File: src/rtl/hwc_pkg.sv
package hwc_pkg;

	// ==========================================================
	// bus map, byte addresses
	localparam int         ADDR_W      = 9;
	localparam logic [8:0] OFS_CTRL    = 9'h000;
	localparam logic [8:0] OFS_RTC     = 9'h004;
	localparam logic [8:0] OFS_MATCH0  = 9'h008;
	localparam logic [8:0] OFS_MATCH1  = 9'h00c;
	localparam logic [8:0] OFS_TRIM    = 9'h010;
	localparam logic [8:0] OFS_IRQ_EN  = 9'h014;
	localparam logic [8:0] OFS_IRQ_RAW = 9'h018;
	localparam logic [8:0] OFS_IRQ_MSK = 9'h01c;
	localparam logic [8:0] OFS_IRQ_CLR = 9'h020;
	localparam logic [8:0] OFS_STATUS  = 9'h024;
	localparam logic [8:0] OFS_STORE   = 9'h100;
	localparam int         STORE_WORDS = 64;
	localparam int         STORE_AW    = 6;

	// ==========================================================
	// reset values
	localparam logic [31:0] CTRL_RST  = 32'h0000_0000;
	localparam logic [31:0] RTC_RST   = 32'h0000_0000;
	localparam logic [31:0] MATCH_RST = 32'hffff_ffff;
	localparam logic [15:0] TRIM_RST  = 16'h7fff;
	localparam logic [3:0]  IRQ_RST   = 4'h0;

	// ==========================================================
	// interrupt bit positions
	localparam int IRQ_PIN_WAKE   = 0;
	localparam int IRQ_LOW_BAT    = 1;
	localparam int IRQ_MATCH0     = 2;
	localparam int IRQ_MATCH1     = 3;
	localparam int IRQ_N          = 4;

	// ==========================================================
	// timing
	localparam int         MCLK_PERIOD_NS = 5;
	localparam int         XTAL_DIV       = 128;
	localparam int         HIB_LAG_NS     = 100;
	localparam int         HIB_LAG_CYC    = (HIB_LAG_NS + MCLK_PERIOD_NS - 1) / MCLK_PERIOD_NS;
	localparam logic [6:0] XTAL_DIV_LAST  = 7'(XTAL_DIV - 1);
	localparam logic [7:0] HIB_LAG_LAST   = 8'(HIB_LAG_CYC - 1);

	// ==========================================================
	// types
	typedef struct packed {
		logic [23:0] rsv;
		logic        wake_rtc;
		logic        wake_pin;
		logic        lowbat_abort;
		logic        lowbat_detect;
		logic        hib_request;
		logic        clock_select_crystal_divided;
		logic        rtc_enable;
		logic        enable;
	} hwc_ctrl_t;

	typedef struct packed {
		logic match1;
		logic match0;
		logic irq_battery_low;
		logic pin_wake;
	} hwc_irq_t;

	typedef enum logic [1:0] {
		HWC_RUN,
		HWC_LAG,
		HWC_OFF
	} hwc_pwr_t;

endpackage : hwc_pkg

File: src/rtl/hwc_store.sv
`timescale 1ns/100ps
module hwc_store
	import hwc_pkg::*;
(
	input  wire logic                mclk_i,
	input  wire logic                we_i,
	input  wire logic [STORE_AW-1:0] addr_i,
	input  wire logic [31:0]         wdata_i,
	input  wire logic [3:0]          be_i,
	output logic      [31:0]         rdata_o
);

	// ==========================================================
	// storage: no reset, so contents outlive processor power-down
	// one array per byte lane, so each lane has a single writer
	genvar b;
	generate
		for (b = 0; b < 4; b++)
		begin : g_lane
			logic [7:0] mem [STORE_WORDS];

			always_ff @(posedge mclk_i)
			begin
				if (we_i && be_i[b])
					mem[addr_i] <= wdata_i[8*b +: 8];
				rdata_o[8*b +: 8] <= mem[addr_i];
			end
		end
	endgenerate

endmodule : hwc_store

File: src/rtl/hwc_top.sv
// Function
// - nothing operates until the module enable bit is set.
// - time base is raw 32.768 kHz oscillator or crystal divided by 128.
// - counter enable starts or stops counting at any moment.
// - counter is readable and loadable by software.
// - two readable, writable match registers compared with the counter.
// - readable, writable trim sets the counter rate.
// - 64 words of retained 32-bit storage.
// - wake on pin, clock match or both; configuration reads back.
// - low battery flagged; optional abort of hibernation request.
// - four interrupt sources each enabled by its mask bit.
// - pending flags read and cleared per bit; uncleared stays asserted.
// - hibernation request starts power removal after a lag.
// - enable state survives hibernation and reads back.
// - raw flags keep the wake cause across the power cycle.
// - disabling stops counting, matching, waking, battery detect, interrupts.
// - match event when counter equals match register.
// - regulator off on hibernation, back on at wake.
`timescale 1ns/100ps
module hwc_top
	import hwc_pkg::*;
(
	input  wire logic              mclk_i,
	input  wire logic              reset_i,
	input  wire logic [ADDR_W-1:0] avs_address_i,
	input  wire logic              avs_read_i,
	input  wire logic              avs_write_i,
	input  wire logic [31:0]       avs_writedata_i,
	input  wire logic [3:0]        avs_byteenable_i,
	output logic      [31:0]       avs_readdata_o,
	output logic                   avs_waitrequest_o,
	input  wire logic              osc_32k_i,
	input  wire logic              xtal_i,
	input  wire logic              wake_n_i,
	input  wire logic              low_battery_i,
	output logic                   regulator_en_o,
	output logic                   irq_o
);

	// ==========================================================
	// pin synchronisers
	localparam int NPIN = 4;
	logic [NPIN-1:0] pin_raw;
	logic [NPIN-1:0] sync1_ff;
	logic [NPIN-1:0] sync2_ff;
	logic [NPIN-1:0] sync3_ff;

	assign pin_raw = {low_battery_i, ~wake_n_i, xtal_i, osc_32k_i};

	genvar p;
	generate
		for (p = 0; p < NPIN; p++)
		begin : g_sync
			always_ff @(posedge mclk_i)
			begin
				if (reset_i)
				begin
					sync1_ff[p] <= 1'b0;
					sync2_ff[p] <= 1'b0;
					sync3_ff[p] <= 1'b0;
				end
				else
				begin
					sync1_ff[p] <= pin_raw[p];
					sync2_ff[p] <= sync1_ff[p];
					sync3_ff[p] <= sync2_ff[p];
				end
			end
		end
	endgenerate

	logic osc_rise;
	logic xtal_rise;
	logic wake_rise;
	logic low_bat;
	assign osc_rise  = sync2_ff[0] & ~sync3_ff[0];
	assign xtal_rise = sync2_ff[1] & ~sync3_ff[1];
	assign wake_rise = sync2_ff[2] & ~sync3_ff[2];
	assign low_bat   = sync2_ff[3];

	// ==========================================================
	// register state
	hwc_ctrl_t   ctrl_ff;
	logic [31:0] rtc_ff;
	logic [31:0] match0_ff;
	logic [31:0] match1_ff;
	logic [15:0] trim_ff;
	logic [15:0] sub_ff;
	logic [6:0]  div_ff;
	logic [3:0]  irq_en_ff;
	logic [3:0]  raw_ff;
	hwc_pwr_t    pwr_ff;
	logic [7:0]  lag_ff;

	logic en;
	logic wr;
	assign en = ctrl_ff.enable;
	assign wr = avs_write_i;

	function automatic logic [31:0] merge(input logic [31:0] old, input logic [31:0] nw, input logic [3:0] be);
		logic [31:0] r;
		r = old;
		for (int i = 0; i < 4; i++)
			if (be[i])
				r[8*i +: 8] = nw[8*i +: 8];
		return r;
	endfunction : merge

	logic ctrl_wr;
	logic rtc_wr;
	logic hib_req;
	assign ctrl_wr = wr && avs_address_i == OFS_CTRL;
	assign rtc_wr  = wr && avs_address_i == OFS_RTC;
	assign hib_req = ctrl_wr && avs_byteenable_i[0] && avs_writedata_i[3];

	// ==========================================================
	// control; request bit is a pulse and is never stored
	always_ff @(posedge mclk_i)
	begin
		if (reset_i)
			ctrl_ff <= CTRL_RST;
		else if (ctrl_wr)
		begin
			ctrl_ff             <= merge(ctrl_ff, avs_writedata_i, avs_byteenable_i);
			ctrl_ff.hib_request <= 1'b0;
			ctrl_ff.rsv         <= '0;
		end
	end

	always_ff @(posedge mclk_i)
	begin
		if (reset_i)
		begin
			match0_ff <= MATCH_RST;
			match1_ff <= MATCH_RST;
			trim_ff   <= TRIM_RST;
			irq_en_ff <= IRQ_RST;
		end
		else if (wr)
		begin
			if (avs_address_i == OFS_MATCH0)
				match0_ff <= merge(match0_ff, avs_writedata_i, avs_byteenable_i);
			if (avs_address_i == OFS_MATCH1)
				match1_ff <= merge(match1_ff, avs_writedata_i, avs_byteenable_i);
			if (avs_address_i == OFS_TRIM)
				trim_ff <= 16'(merge({16'h0, trim_ff}, avs_writedata_i, avs_byteenable_i));
			if (avs_address_i == OFS_IRQ_EN)
				irq_en_ff <= avs_byteenable_i[0] ? avs_writedata_i[3:0] : irq_en_ff;
		end
	end

	// ==========================================================
	// time base
	logic slow_tick;
	logic sec_tick;

	always_ff @(posedge mclk_i)
	begin
		if (reset_i)
			div_ff <= 7'h00;
		else if (xtal_rise)
			div_ff <= (div_ff == XTAL_DIV_LAST) ? 7'h00 : div_ff + 7'h01;
	end

	assign slow_tick = ctrl_ff.clock_select_crystal_divided ? (xtal_rise && div_ff == XTAL_DIV_LAST) : osc_rise;
	assign sec_tick  = en && ctrl_ff.rtc_enable && slow_tick && sub_ff >= trim_ff;

	// trim sets the ticks per second
	always_ff @(posedge mclk_i)
	begin
		if (reset_i)
			sub_ff <= 16'h0000;
		else if (!(en && ctrl_ff.rtc_enable))
			sub_ff <= 16'h0000;
		else if (slow_tick)
			sub_ff <= sec_tick ? 16'h0000 : sub_ff + 16'h0001;
	end

	// counter runs only while its enable is set
	// software load wins over the tick
	always_ff @(posedge mclk_i)
	begin
		if (reset_i)
			rtc_ff <= RTC_RST;
		else if (rtc_wr)
			rtc_ff <= merge(rtc_ff, avs_writedata_i, avs_byteenable_i);
		else if (sec_tick)
			rtc_ff <= rtc_ff + 32'h1;
	end

	// ==========================================================
	// events and flags
	logic [3:0] ev_set;
	logic [3:0] ev_clr;
	logic       hit0;
	logic       hit1;

	// compare the value the counter is about to take
	assign hit0 = sec_tick && !rtc_wr && (rtc_ff + 32'h1) == match0_ff;
	assign hit1 = sec_tick && !rtc_wr && (rtc_ff + 32'h1) == match1_ff;

	// battery flag only while detection is on
	assign ev_set[IRQ_PIN_WAKE] = en && wake_rise;
	assign ev_set[IRQ_LOW_BAT]  = en && ctrl_ff.lowbat_detect && low_bat;
	assign ev_set[IRQ_MATCH0]   = hit0;
	assign ev_set[IRQ_MATCH1]   = hit1;
	assign ev_clr = (wr && avs_address_i == OFS_IRQ_CLR && avs_byteenable_i[0]) ? avs_writedata_i[3:0] : 4'h0;

	genvar q;
	generate
		for (q = 0; q < IRQ_N; q++)
		begin : g_flag
			always_ff @(posedge mclk_i)
			begin
				if (reset_i)
					raw_ff[q] <= 1'b0;
				else
					raw_ff[q] <= ev_set[q] | (raw_ff[q] & ~ev_clr[q]);
			end
		end
	endgenerate

	assign irq_o = en && |(raw_ff & irq_en_ff);

	// ==========================================================
	// power sequencer
	logic req_ok;
	logic wake;
	assign req_ok = en && hib_req && !(ctrl_ff.lowbat_abort && low_bat);
	assign wake = en && ((ctrl_ff.wake_pin && wake_rise) || (ctrl_ff.wake_rtc && (hit0 || hit1)));

	always_ff @(posedge mclk_i)
	begin
		if (reset_i)
		begin
			pwr_ff <= HWC_RUN;
			lag_ff <= 8'h00;
		end
		else
		begin
			unique case (pwr_ff)
				HWC_RUN:
				begin
					lag_ff <= 8'h00;
					if (req_ok)
						pwr_ff <= HWC_LAG;
				end
				HWC_LAG:
				begin
					lag_ff <= lag_ff + 8'h01;
					if (!en)
						pwr_ff <= HWC_RUN;
					else if (lag_ff == HIB_LAG_LAST)
						pwr_ff <= HWC_OFF;
				end
				HWC_OFF:
				begin
					if (wake || !en)
						pwr_ff <= HWC_RUN;
				end
			endcase
		end
	end

	assign regulator_en_o = pwr_ff != HWC_OFF;

	// ==========================================================
	// retained store
	logic [31:0] store_q;
	logic        store_sel;
	assign store_sel = avs_address_i >= OFS_STORE;

	hwc_store u_store (
		.mclk_i  (mclk_i),
		.we_i    (wr && store_sel),
		.addr_i  (avs_address_i[STORE_AW+1:2]),
		.wdata_i (avs_writedata_i),
		.be_i    (avs_byteenable_i),
		.rdata_o (store_q)
	);

	// ==========================================================
	// read path: one wait cycle on every read
	logic        rd_ack_ff;
	logic        sel_store_ff;
	logic [31:0] rd_ff;
	logic [31:0] nxt_rd;

	always_comb
	begin
		nxt_rd = 32'h0;
		unique case (avs_address_i)
			OFS_CTRL:    nxt_rd = ctrl_ff;
			OFS_RTC:     nxt_rd = rtc_ff;
			OFS_MATCH0:  nxt_rd = match0_ff;
			OFS_MATCH1:  nxt_rd = match1_ff;
			OFS_TRIM:    nxt_rd = {16'h0, trim_ff};
			OFS_IRQ_EN:  nxt_rd = {28'h0, irq_en_ff};
			OFS_IRQ_RAW: nxt_rd = {28'h0, raw_ff};
			OFS_IRQ_MSK: nxt_rd = {28'h0, raw_ff & irq_en_ff};
			OFS_STATUS:  nxt_rd = {28'h0, regulator_en_o, pwr_ff == HWC_LAG, low_bat, en};
			default:     nxt_rd = 32'h0;
		endcase
	end

	always_ff @(posedge mclk_i)
	begin
		if (reset_i)
		begin
			rd_ack_ff    <= 1'b0;
			sel_store_ff <= 1'b0;
			rd_ff        <= 32'h0;
		end
		else
		begin
			rd_ack_ff    <= avs_read_i && !rd_ack_ff;
			sel_store_ff <= store_sel;
			rd_ff        <= nxt_rd;
		end
	end

	assign avs_waitrequest_o = avs_read_i && !rd_ack_ff;
	assign avs_readdata_o    = sel_store_ff ? store_q : rd_ff;
endmodule : hwc_top

File: config.mk
export PLATFORM = sky130hd
export DESIGN_NAME = hwc_top
export DESIGN_NICKNAME = d
export VERILOG_FILES = /design/src/rtl/hwc_pkg.sv /design/src/rtl/hwc_store.sv /design/src/rtl/hwc_top.sv
export SDC_FILE = /design/constraint.sdc
export NUM_CORES = 2
export LEC_CHECK = 0
export BUFFER_PORTS_ARGS = -buffer_cell sky130_fd_sc_hd__buf_4
export CORE_AREA = 4 4 495 497
export DETAILED_ROUTE_END_ITERATION = 8
export DIE_AREA = 0 0 499 501
export GPL_ROUTABILITY_DRIVEN = 0
export REMOVE_ABC_BUFFERS = 1
export SLEW_MARGIN = 15
export SYNTH_ARGS = -nofsm -noshare
export SYNTH_HDL_FRONTEND = slang
export SYNTH_SLANG_ARGS = --single-unit
File: constraint.sdc
create_clock -name mclk_i -period 8.41 [get_ports mclk_i]
set_clock_uncertainty 0.05 [all_clocks]
set_input_delay 1.2615 -clock mclk_i [delete_from_list [all_inputs] [get_ports mclk_i]]
set_output_delay 1.2615 -clock mclk_i [all_outputs]
set_load 0.05 [all_outputs]
After elaboration in Yosys (flattened, before gate mapping)
Memory sizes are Yosys's and may differ from the RTL's. A register that Yosys moved wholly into a read port is not among the register bits.
Cells that the tools add are included.
{"block": "word_totals", "regBits": 205, "ram_bits": 2048, "in_bits": 53, "out_inout_bits": 35, "elab_cells": 183, "mem_count": 4}
{"memory": "u_store.g_lane[0].mem", "depth": 64, "word_bits": 8, "rd": 1, "rd_ports_with_merged_regs": 1, "wr": 1, "line": "hwc_store.sv:20", "text": "logic [7:0] mem [STORE_WORDS];"}
{"memory": "u_store.g_lane[1].mem", "depth": 64, "word_bits": 8, "rd": 1, "rd_ports_with_merged_regs": 1, "wr": 1, "line": "hwc_store.sv:20"}
{"memory": "u_store.g_lane[2].mem", "depth": 64, "word_bits": 8, "rd": 1, "rd_ports_with_merged_regs": 1, "wr": 1, "line": "hwc_store.sv:20"}
{"memory": "u_store.g_lane[3].mem", "depth": 64, "word_bits": 8, "rd": 1, "rd_ports_with_merged_regs": 1, "wr": 1, "line": "hwc_store.sv:20"}
{"block": "op_classes", "add_sub_neg": 4, "n_lt_le_gt_ge": 2, "eq_ne": 23, "n_mux": 26, "bitwise": 21, "n_reduce_logical": 59}
{"operator": "$pmux 32 s9", "count": 1}
{"operator": "$mux 32", "count": 3}
{"operator": "$eq 32x32->1", "count": 2}
{"operator": "$eq 9x5->1 const B", "count": 4}
{"operator": "$reduce_and 3->1", "count": 12}
{"operator": "$add 32x1->32 const B", "count": 1}
{"operator": "$mux 8", "count": 4}
{"operator": "$logic_and 1x1->1", "count": 29}
{"operator": "$eq 9x4->1 const B", "count": 2}
{"operator": "$eq 9x6->1 const B", "count": 2}
{"operator": "$add 16x1->16 const B", "count": 1}
{"operator": "$ge 16x16->1", "count": 1}
{"operator": "$mux 16", "count": 1}
{"operator": "$pmux 8 s2", "count": 1}
{"operator": "$ne 2x2->1 const B", "count": 7}
{"operator": "$reduce_and 2->1", "count": 5}
{"operator": "$eq 9x3->1 const B", "count": 1}
{"operator": "$ge 9x9->1 const B", "count": 1}
{"operator": "$logic_not 9->1", "count": 1}
{"operator": "$mux 1", "count": 9}
{"operator": "$not 1->1", "count": 9}
{"operator": "$add 8x1->8 const B", "count": 1}
{"operator": "$eq 8x5->1 const B", "count": 1}
{"operator": "$mux 2", "count": 4}
{"operator": "other kinds (17)", "count": 32}

Depth between registers and ports, before layout
{"block": "depth", "word_depth": 15, "mapped_depth": 14, "depth_no_buf": 13}

Modules after synthesis
A second synthesis with hierarchy kept.
{"block": "hier_totals", "cells_unflattened": 6059, "area_unflattened_um2": 91227.5}
{"module": "hwc_store", "n_inst": 1, "cells_per_inst": 4645, "area_per_inst_um2": 79585.1, "seq_area_each_um2": 62139.6}
{"module": "hwc_top", "n_inst": 1, "cells_per_inst": 1414, "area_per_inst_um2": 11642.4, "seq_area_each_um2": 4103.9}

Worst setup path after synthesis
OpenSTA, ideal clock, no wires.
{"block": "synth_timing", "kind": "input-to-reg", "startpoint": "input avs_address_i[2]", "endpoint": "register u_store.rdata_o[17], read port of u_store.g_lane[2].mem", "setup_ns": 0.123, "arrival_time_ns": 4.217, "required_ns": 8.237, "setup_slack_ns": 4.019, "cell_stages": 9, "path_buffers": 5, "cell_sequence": "clkbuf_1 clkbuf_1 buf_1 buf_1 clkbuf_1 mux4_2 mux2i_1 o22ai_1 or2_2"}
{"item": "start, declared", "line": "hwc_top.sv:25", "text": "input wire logic [ADDR_W-1:0] avs_address_i,"}
{"item": "end, declared", "line": "hwc_store.sv:10", "text": "output logic [31:0] rdata_o"}

Worst setup path after layout
{"block": "layout_timing", "startpoint": "input avs_address_i[3]", "endpoint": "register match0_ff[14]"}
{"block": "layout_between", "elab_chain_cells": 2}
{"item": "$eq 9x4->1", "line": "hwc_top.sv:141", "text": "if (avs_address_i == OFS_MATCH0)"}
{"item": "$reduce_and 3->1 (no source line)"}
{"item": "end signal, assigned", "line": "hwc_top.sv:142", "text": "match0_ff <= merge(match0_ff, avs_writedata_i, avs_byteenable_i);"}
{"item": "end, declared", "line": "hwc_top.sv:85", "text": "logic [31:0] match0_ff;"}
Every way passes these cells.
A chain may end at the register's enable or synchronous reset.

==> results.sh <==
export IMPL_maxCapViolations=0
export IMPL_power_density_cell_area_nw_per_um2=230
export IMPL_post_route_cells_drive_above_1_share_pct=24.1
export IMPL_count_of_unique_library_cells_instantiated_by_yosys=78
export IMPL_share_of_synthesized_area_occupied_by_flip_flops_and_latches_pct=72.8
export IMPL_period_minus_slack_ns=5.24
export IMPL_post_synth_cell_area_avg_um2=19.1
export IMPL_critPathLaunchType="input port"
export IMPL_synth_ff_type="sky130_fd_sc_hd__edfxtp_1"
export IMPL_timing_setup_critical_path_class="input port to flop"
export IMPL_max_freq_mhz=191
export IMPL_width_of_the_die_um=499
export IMPL_hpwlAfterDp_um=151000
export IMPL_dp_slack_ns=2.47
export IMPL_ys_warnings_count=0
export IMPL_timing_hold_ws_ns=0.388
export IMPL_design_portCount=88
export IMPL_rows=180
export IMPL_worstSkewPairLatency_ns=0.88
export IMPL_synthDominantCellAreaShare_pct=67.6
export IMPL_postRouteAntennaNets=0
export IMPL_synth_seq_cells=2285
export IMPL_drcViolationCount=17
export IMPL_failed_checks="DRC"
export IMPL_first_global_vias=46500
export IMPL_peakVddDrop_v=0.000202
export IMPL_post_synth_instance_area_um2=91000
export IMPL_ctsResizeCount=0
export IMPL_antenna_found_initial=21
export IMPL_vias_per_cell=5.74
export IMPL_syn_to_final_growth_pct=12.8
export IMPL_route_vias_total=47300
export IMPL_hold_path_class="flop to flop"
export IMPL_accumulated_negative_setup_slack_ns=0
export IMPL_slew_violations=0
export IMPL_cts_sinks=2285
export IMPL_cp_required_ns=9.07
export IMPL_clockBufferDepth=3
export IMPL_mapped_cells=4771
export IMPL_path_clk_slew_ns=0.06
export IMPL_overflow_left_after_global_routing=0
export IMPL_wire_per_inst_um=29.9
export IMPL_worst_endpoint_arrival_ns=5.89
export IMPL_post_cts_setup_buffer_count=0
export IMPL_placed_cell_area_um2=95100
export IMPL_core_area_um2=240000
export IMPL_run_status="finished, violations left"
export IMPL_grt_setup_unrepaired="no"
export IMPL_share_of_synthesized_flip_flops_with_an_asynchronous_set_or_reset_pct=0
export IMPL_initial_core_utilization_pct=37.9
export IMPL_timing_reg2reg_setup_slack_ns=3.49
export IMPL_netlist_top_cell_by_area="sky130_fd_sc_hd__edfxtp_1"
export IMPL_post_cts_hold_buffer_count=0
export IMPL_clock_tree_root_cell="sky130_fd_sc_hd__clkbuf_16"
export IMPL_grt_first_pass_wirelength_um=352000
export IMPL_worst_slack_ns=3.17
export IMPL_final_cell_area_um2=103000
export IMPL_tritoncts="built"
export IMPL_num_nets_final=4937
export IMPL_cts_buffers_inserted=228
export IMPL_grt_max_degree=159
export IMPL_synth_enable_flop_cells=2048
export IMPL_report_final_setup_viol=0
export IMPL_numPortBuffers=87
export IMPL_finalPower_mw=23.6
export IMPL_drt_first_iter_violations=6342
export IMPL_post_synth_main_area_contributors="sky130_fd_sc_hd__edfxtp_1 68%, sky130_fd_sc_hd__mux4_2 16%, sky130_fd_sc_hd__dfxtp_1 5.2%"
export IMPL_timing_hold_violations_final=0
export IMPL_power_leakage_nw=31.6
export IMPL_die_area_um2=250000
export IMPL_timing_critical_path_fanout_max=66
export IMPL_number_of_detailed_route_iterations_in_the_first_pass=9
export IMPL_cts_htree_levels=4
export IMPL_detail_route_wirelength_um=247000
export IMPL_tightest_slew_ns=1.20
export IMPL_timing_slew_headroom_pct=19.8
export IMPL_die_height_um=501
export IMPL_cp_end_kind="flop"
export IMPL_grt_total_usage_pct=19.5
export IMPL_finalCritPeriodShare_pct=62.3
sequential cells by signal, indices dropped and copies added, names as in the netlist:
name / count
sync2_ff: 3
div_ff: 7
u_store.rdata_o: 32
sync3_ff: 3
match1_ff: 32
sub_ff: 16
sel_store_ff: 1
low_bat: 1
pwr_ff: 2
rtc_ff: 32
u_store.g_lane.mem: 2048
irq_en_ff: 4
match0_ff: 32
lag_ff: 8
sync1_ff: 4
ctrl_ff: 6
trim_ff: 16
en: 1
raw_ff: 4
rd_ff: 32
rd_ack_ff: 1
cell type report:
type	instances	area [um^2]
timing repair buffer	159	1300
clock buffer	290	6080
antenna	12	30.0
clock inverter	132	1360
sequential	2285	66200
fill	20600	138000
multi-input combinational	2156	23500
tap	3185	3990
inverter	31	116
logic make-up (layout without fill, tap and decap cells):
| family | Yosys count | count (layout) | share of synthesized area, % |
|---|---|---|---|
| and+or+nand+nor | 926 | 926 | 4.61 |
| AOI/OAI and AO/OA | 333 | 333 | 2.40 |
| adders and majority gates | 24 | 24 | 0.327 |
| xor gates and xnor gates | 94 | 94 | 0.928 |
| DFF | 2285 | 2285 | 72.8 |
| muxes | 779 | 779 | 17.5 |
| buffers and inverters | 330 | 612 | 1.42 |
| other | 0 | 12 | 0 |
placed cells by master, fill, tap and decap left out, drive strengths merged, types with 13 or more instances in the layout:
master / netlist / layout
edfxtp: 2048 / 2048
mux4: 648 / 648
nor2: 384 / 384
clkbuf: 214 / 290
nand2: 269 / 269
dfxtp: 237 / 237
buf: 85 / 159
a21oi: 118 / 118
clkinv: 0 / 107
mux2i: 97 / 97
xnor2: 60 / 60
nand3: 45 / 45
o21ai: 43 / 43
nor3: 40 / 40
inv: 31 / 35
mux2: 34 / 34
a22oi: 34 / 34
xor2: 33 / 33
nand4: 30 / 30
and3: 25 / 25
ha: 23 / 23
a222oi: 22 / 22
o211ai: 20 / 20
nor2b: 16 / 16
bufinv: 0 / 16
or2: 16 / 16
nor4: 16 / 16
or3: 15 / 15
o22ai: 15 / 15
nor3b: 15 / 15
a31oi: 14 / 14
a21o: 13 / 13
report_power, final:
part,internal (mW),total (mW),switching (mW),leakage (nW)
Clock,5.63,10.0,4.40,3.63
Combinational,0.413,1.10,0.685,7.68
Sequential,12.4,12.5,0.0825,20.3
synth_stat cells (16+ instances only):
library cell	number
sky130_fd_sc_hd__edfxtp_1	2048
sky130_fd_sc_hd__mux4_2	648
sky130_fd_sc_hd__nor2_1	384
sky130_fd_sc_hd__nand2_1	269
sky130_fd_sc_hd__dfxtp_1	237
sky130_fd_sc_hd__clkbuf_1	214
sky130_fd_sc_hd__a21oi_1	118
sky130_fd_sc_hd__mux2i_1	97
sky130_fd_sc_hd__buf_1	62
sky130_fd_sc_hd__xnor2_1	59
sky130_fd_sc_hd__nand3_1	45
sky130_fd_sc_hd__o21ai_0	42
sky130_fd_sc_hd__nor3_1	39
sky130_fd_sc_hd__a22oi_1	34
sky130_fd_sc_hd__mux2_2	34
sky130_fd_sc_hd__xor2_1	33
sky130_fd_sc_hd__inv_1	31
sky130_fd_sc_hd__nand4_1	28
sky130_fd_sc_hd__and3_1	25
sky130_fd_sc_hd__ha_1	23
sky130_fd_sc_hd__a222oi_1	22
sky130_fd_sc_hd__o211ai_1	20
sky130_fd_sc_hd__nor2b_1	16
worst max-delay path, stage by stage:
cell and delay [ns]:
sky130_fd_sc_hd__buf_8 0.39, sky130_fd_sc_hd__buf_4 0.88, sky130_fd_sc_hd__nor3b_2 0.67, sky130_fd_sc_hd__nand2_1 0.70
sky130_fd_sc_hd__nor2_2 0.27, sky130_fd_sc_hd__buf_4 0.44, sky130_fd_sc_hd__and3_1 0.59, sky130_fd_sc_hd__mux2i_1 0.26
sky130_fd_sc_hd__nand2_1 0.08
through the flow:
stage	instances	util (%)
after floorplan	4472	-
after global placement	7814	39.6
after detailed placement	7815	39.6
after CTS	8237	42.7
after global routing	8238	42.7
final	8250	42.7
routing by layer:
| layer | global-route usage, % | wire (um) | vias up |
|---|---|---|---|
| met5 | 0.289 | 131 | - |
| met3 | 4.24 | 22000 | 399 |
| met2 | 30.7 | 117000 | 2264 |
| li1 | - | - | 19500 |
| met4 | 4.99 | 6150 | 8 |
| met1 | 27.7 | 101000 | 25100 |
worst paths after layout:
| check | cells after the start | startpoint | end |
|---|---|---|---|
| setup / recovery | 9 | avs_address_i[3] | match0_ff[14]$_SDFFE_PP1P_ |
| hold / removal | 1 | sync1_ff[1]$_SDFF_PP0_ | sync2_ff[1]$_SDFF_PP0_ |
| setup reg to reg | 11 | rtc_ff[10]$_SDFFE_PP0P_ | pwr_ff[0]$_SDFFE_PP0P_ |
| hold reg to reg | 1 | sync1_ff[1]$_SDFF_PP0_ | sync2_ff[1]$_SDFF_PP0_ |
Power figures use the tool's default switching activity.
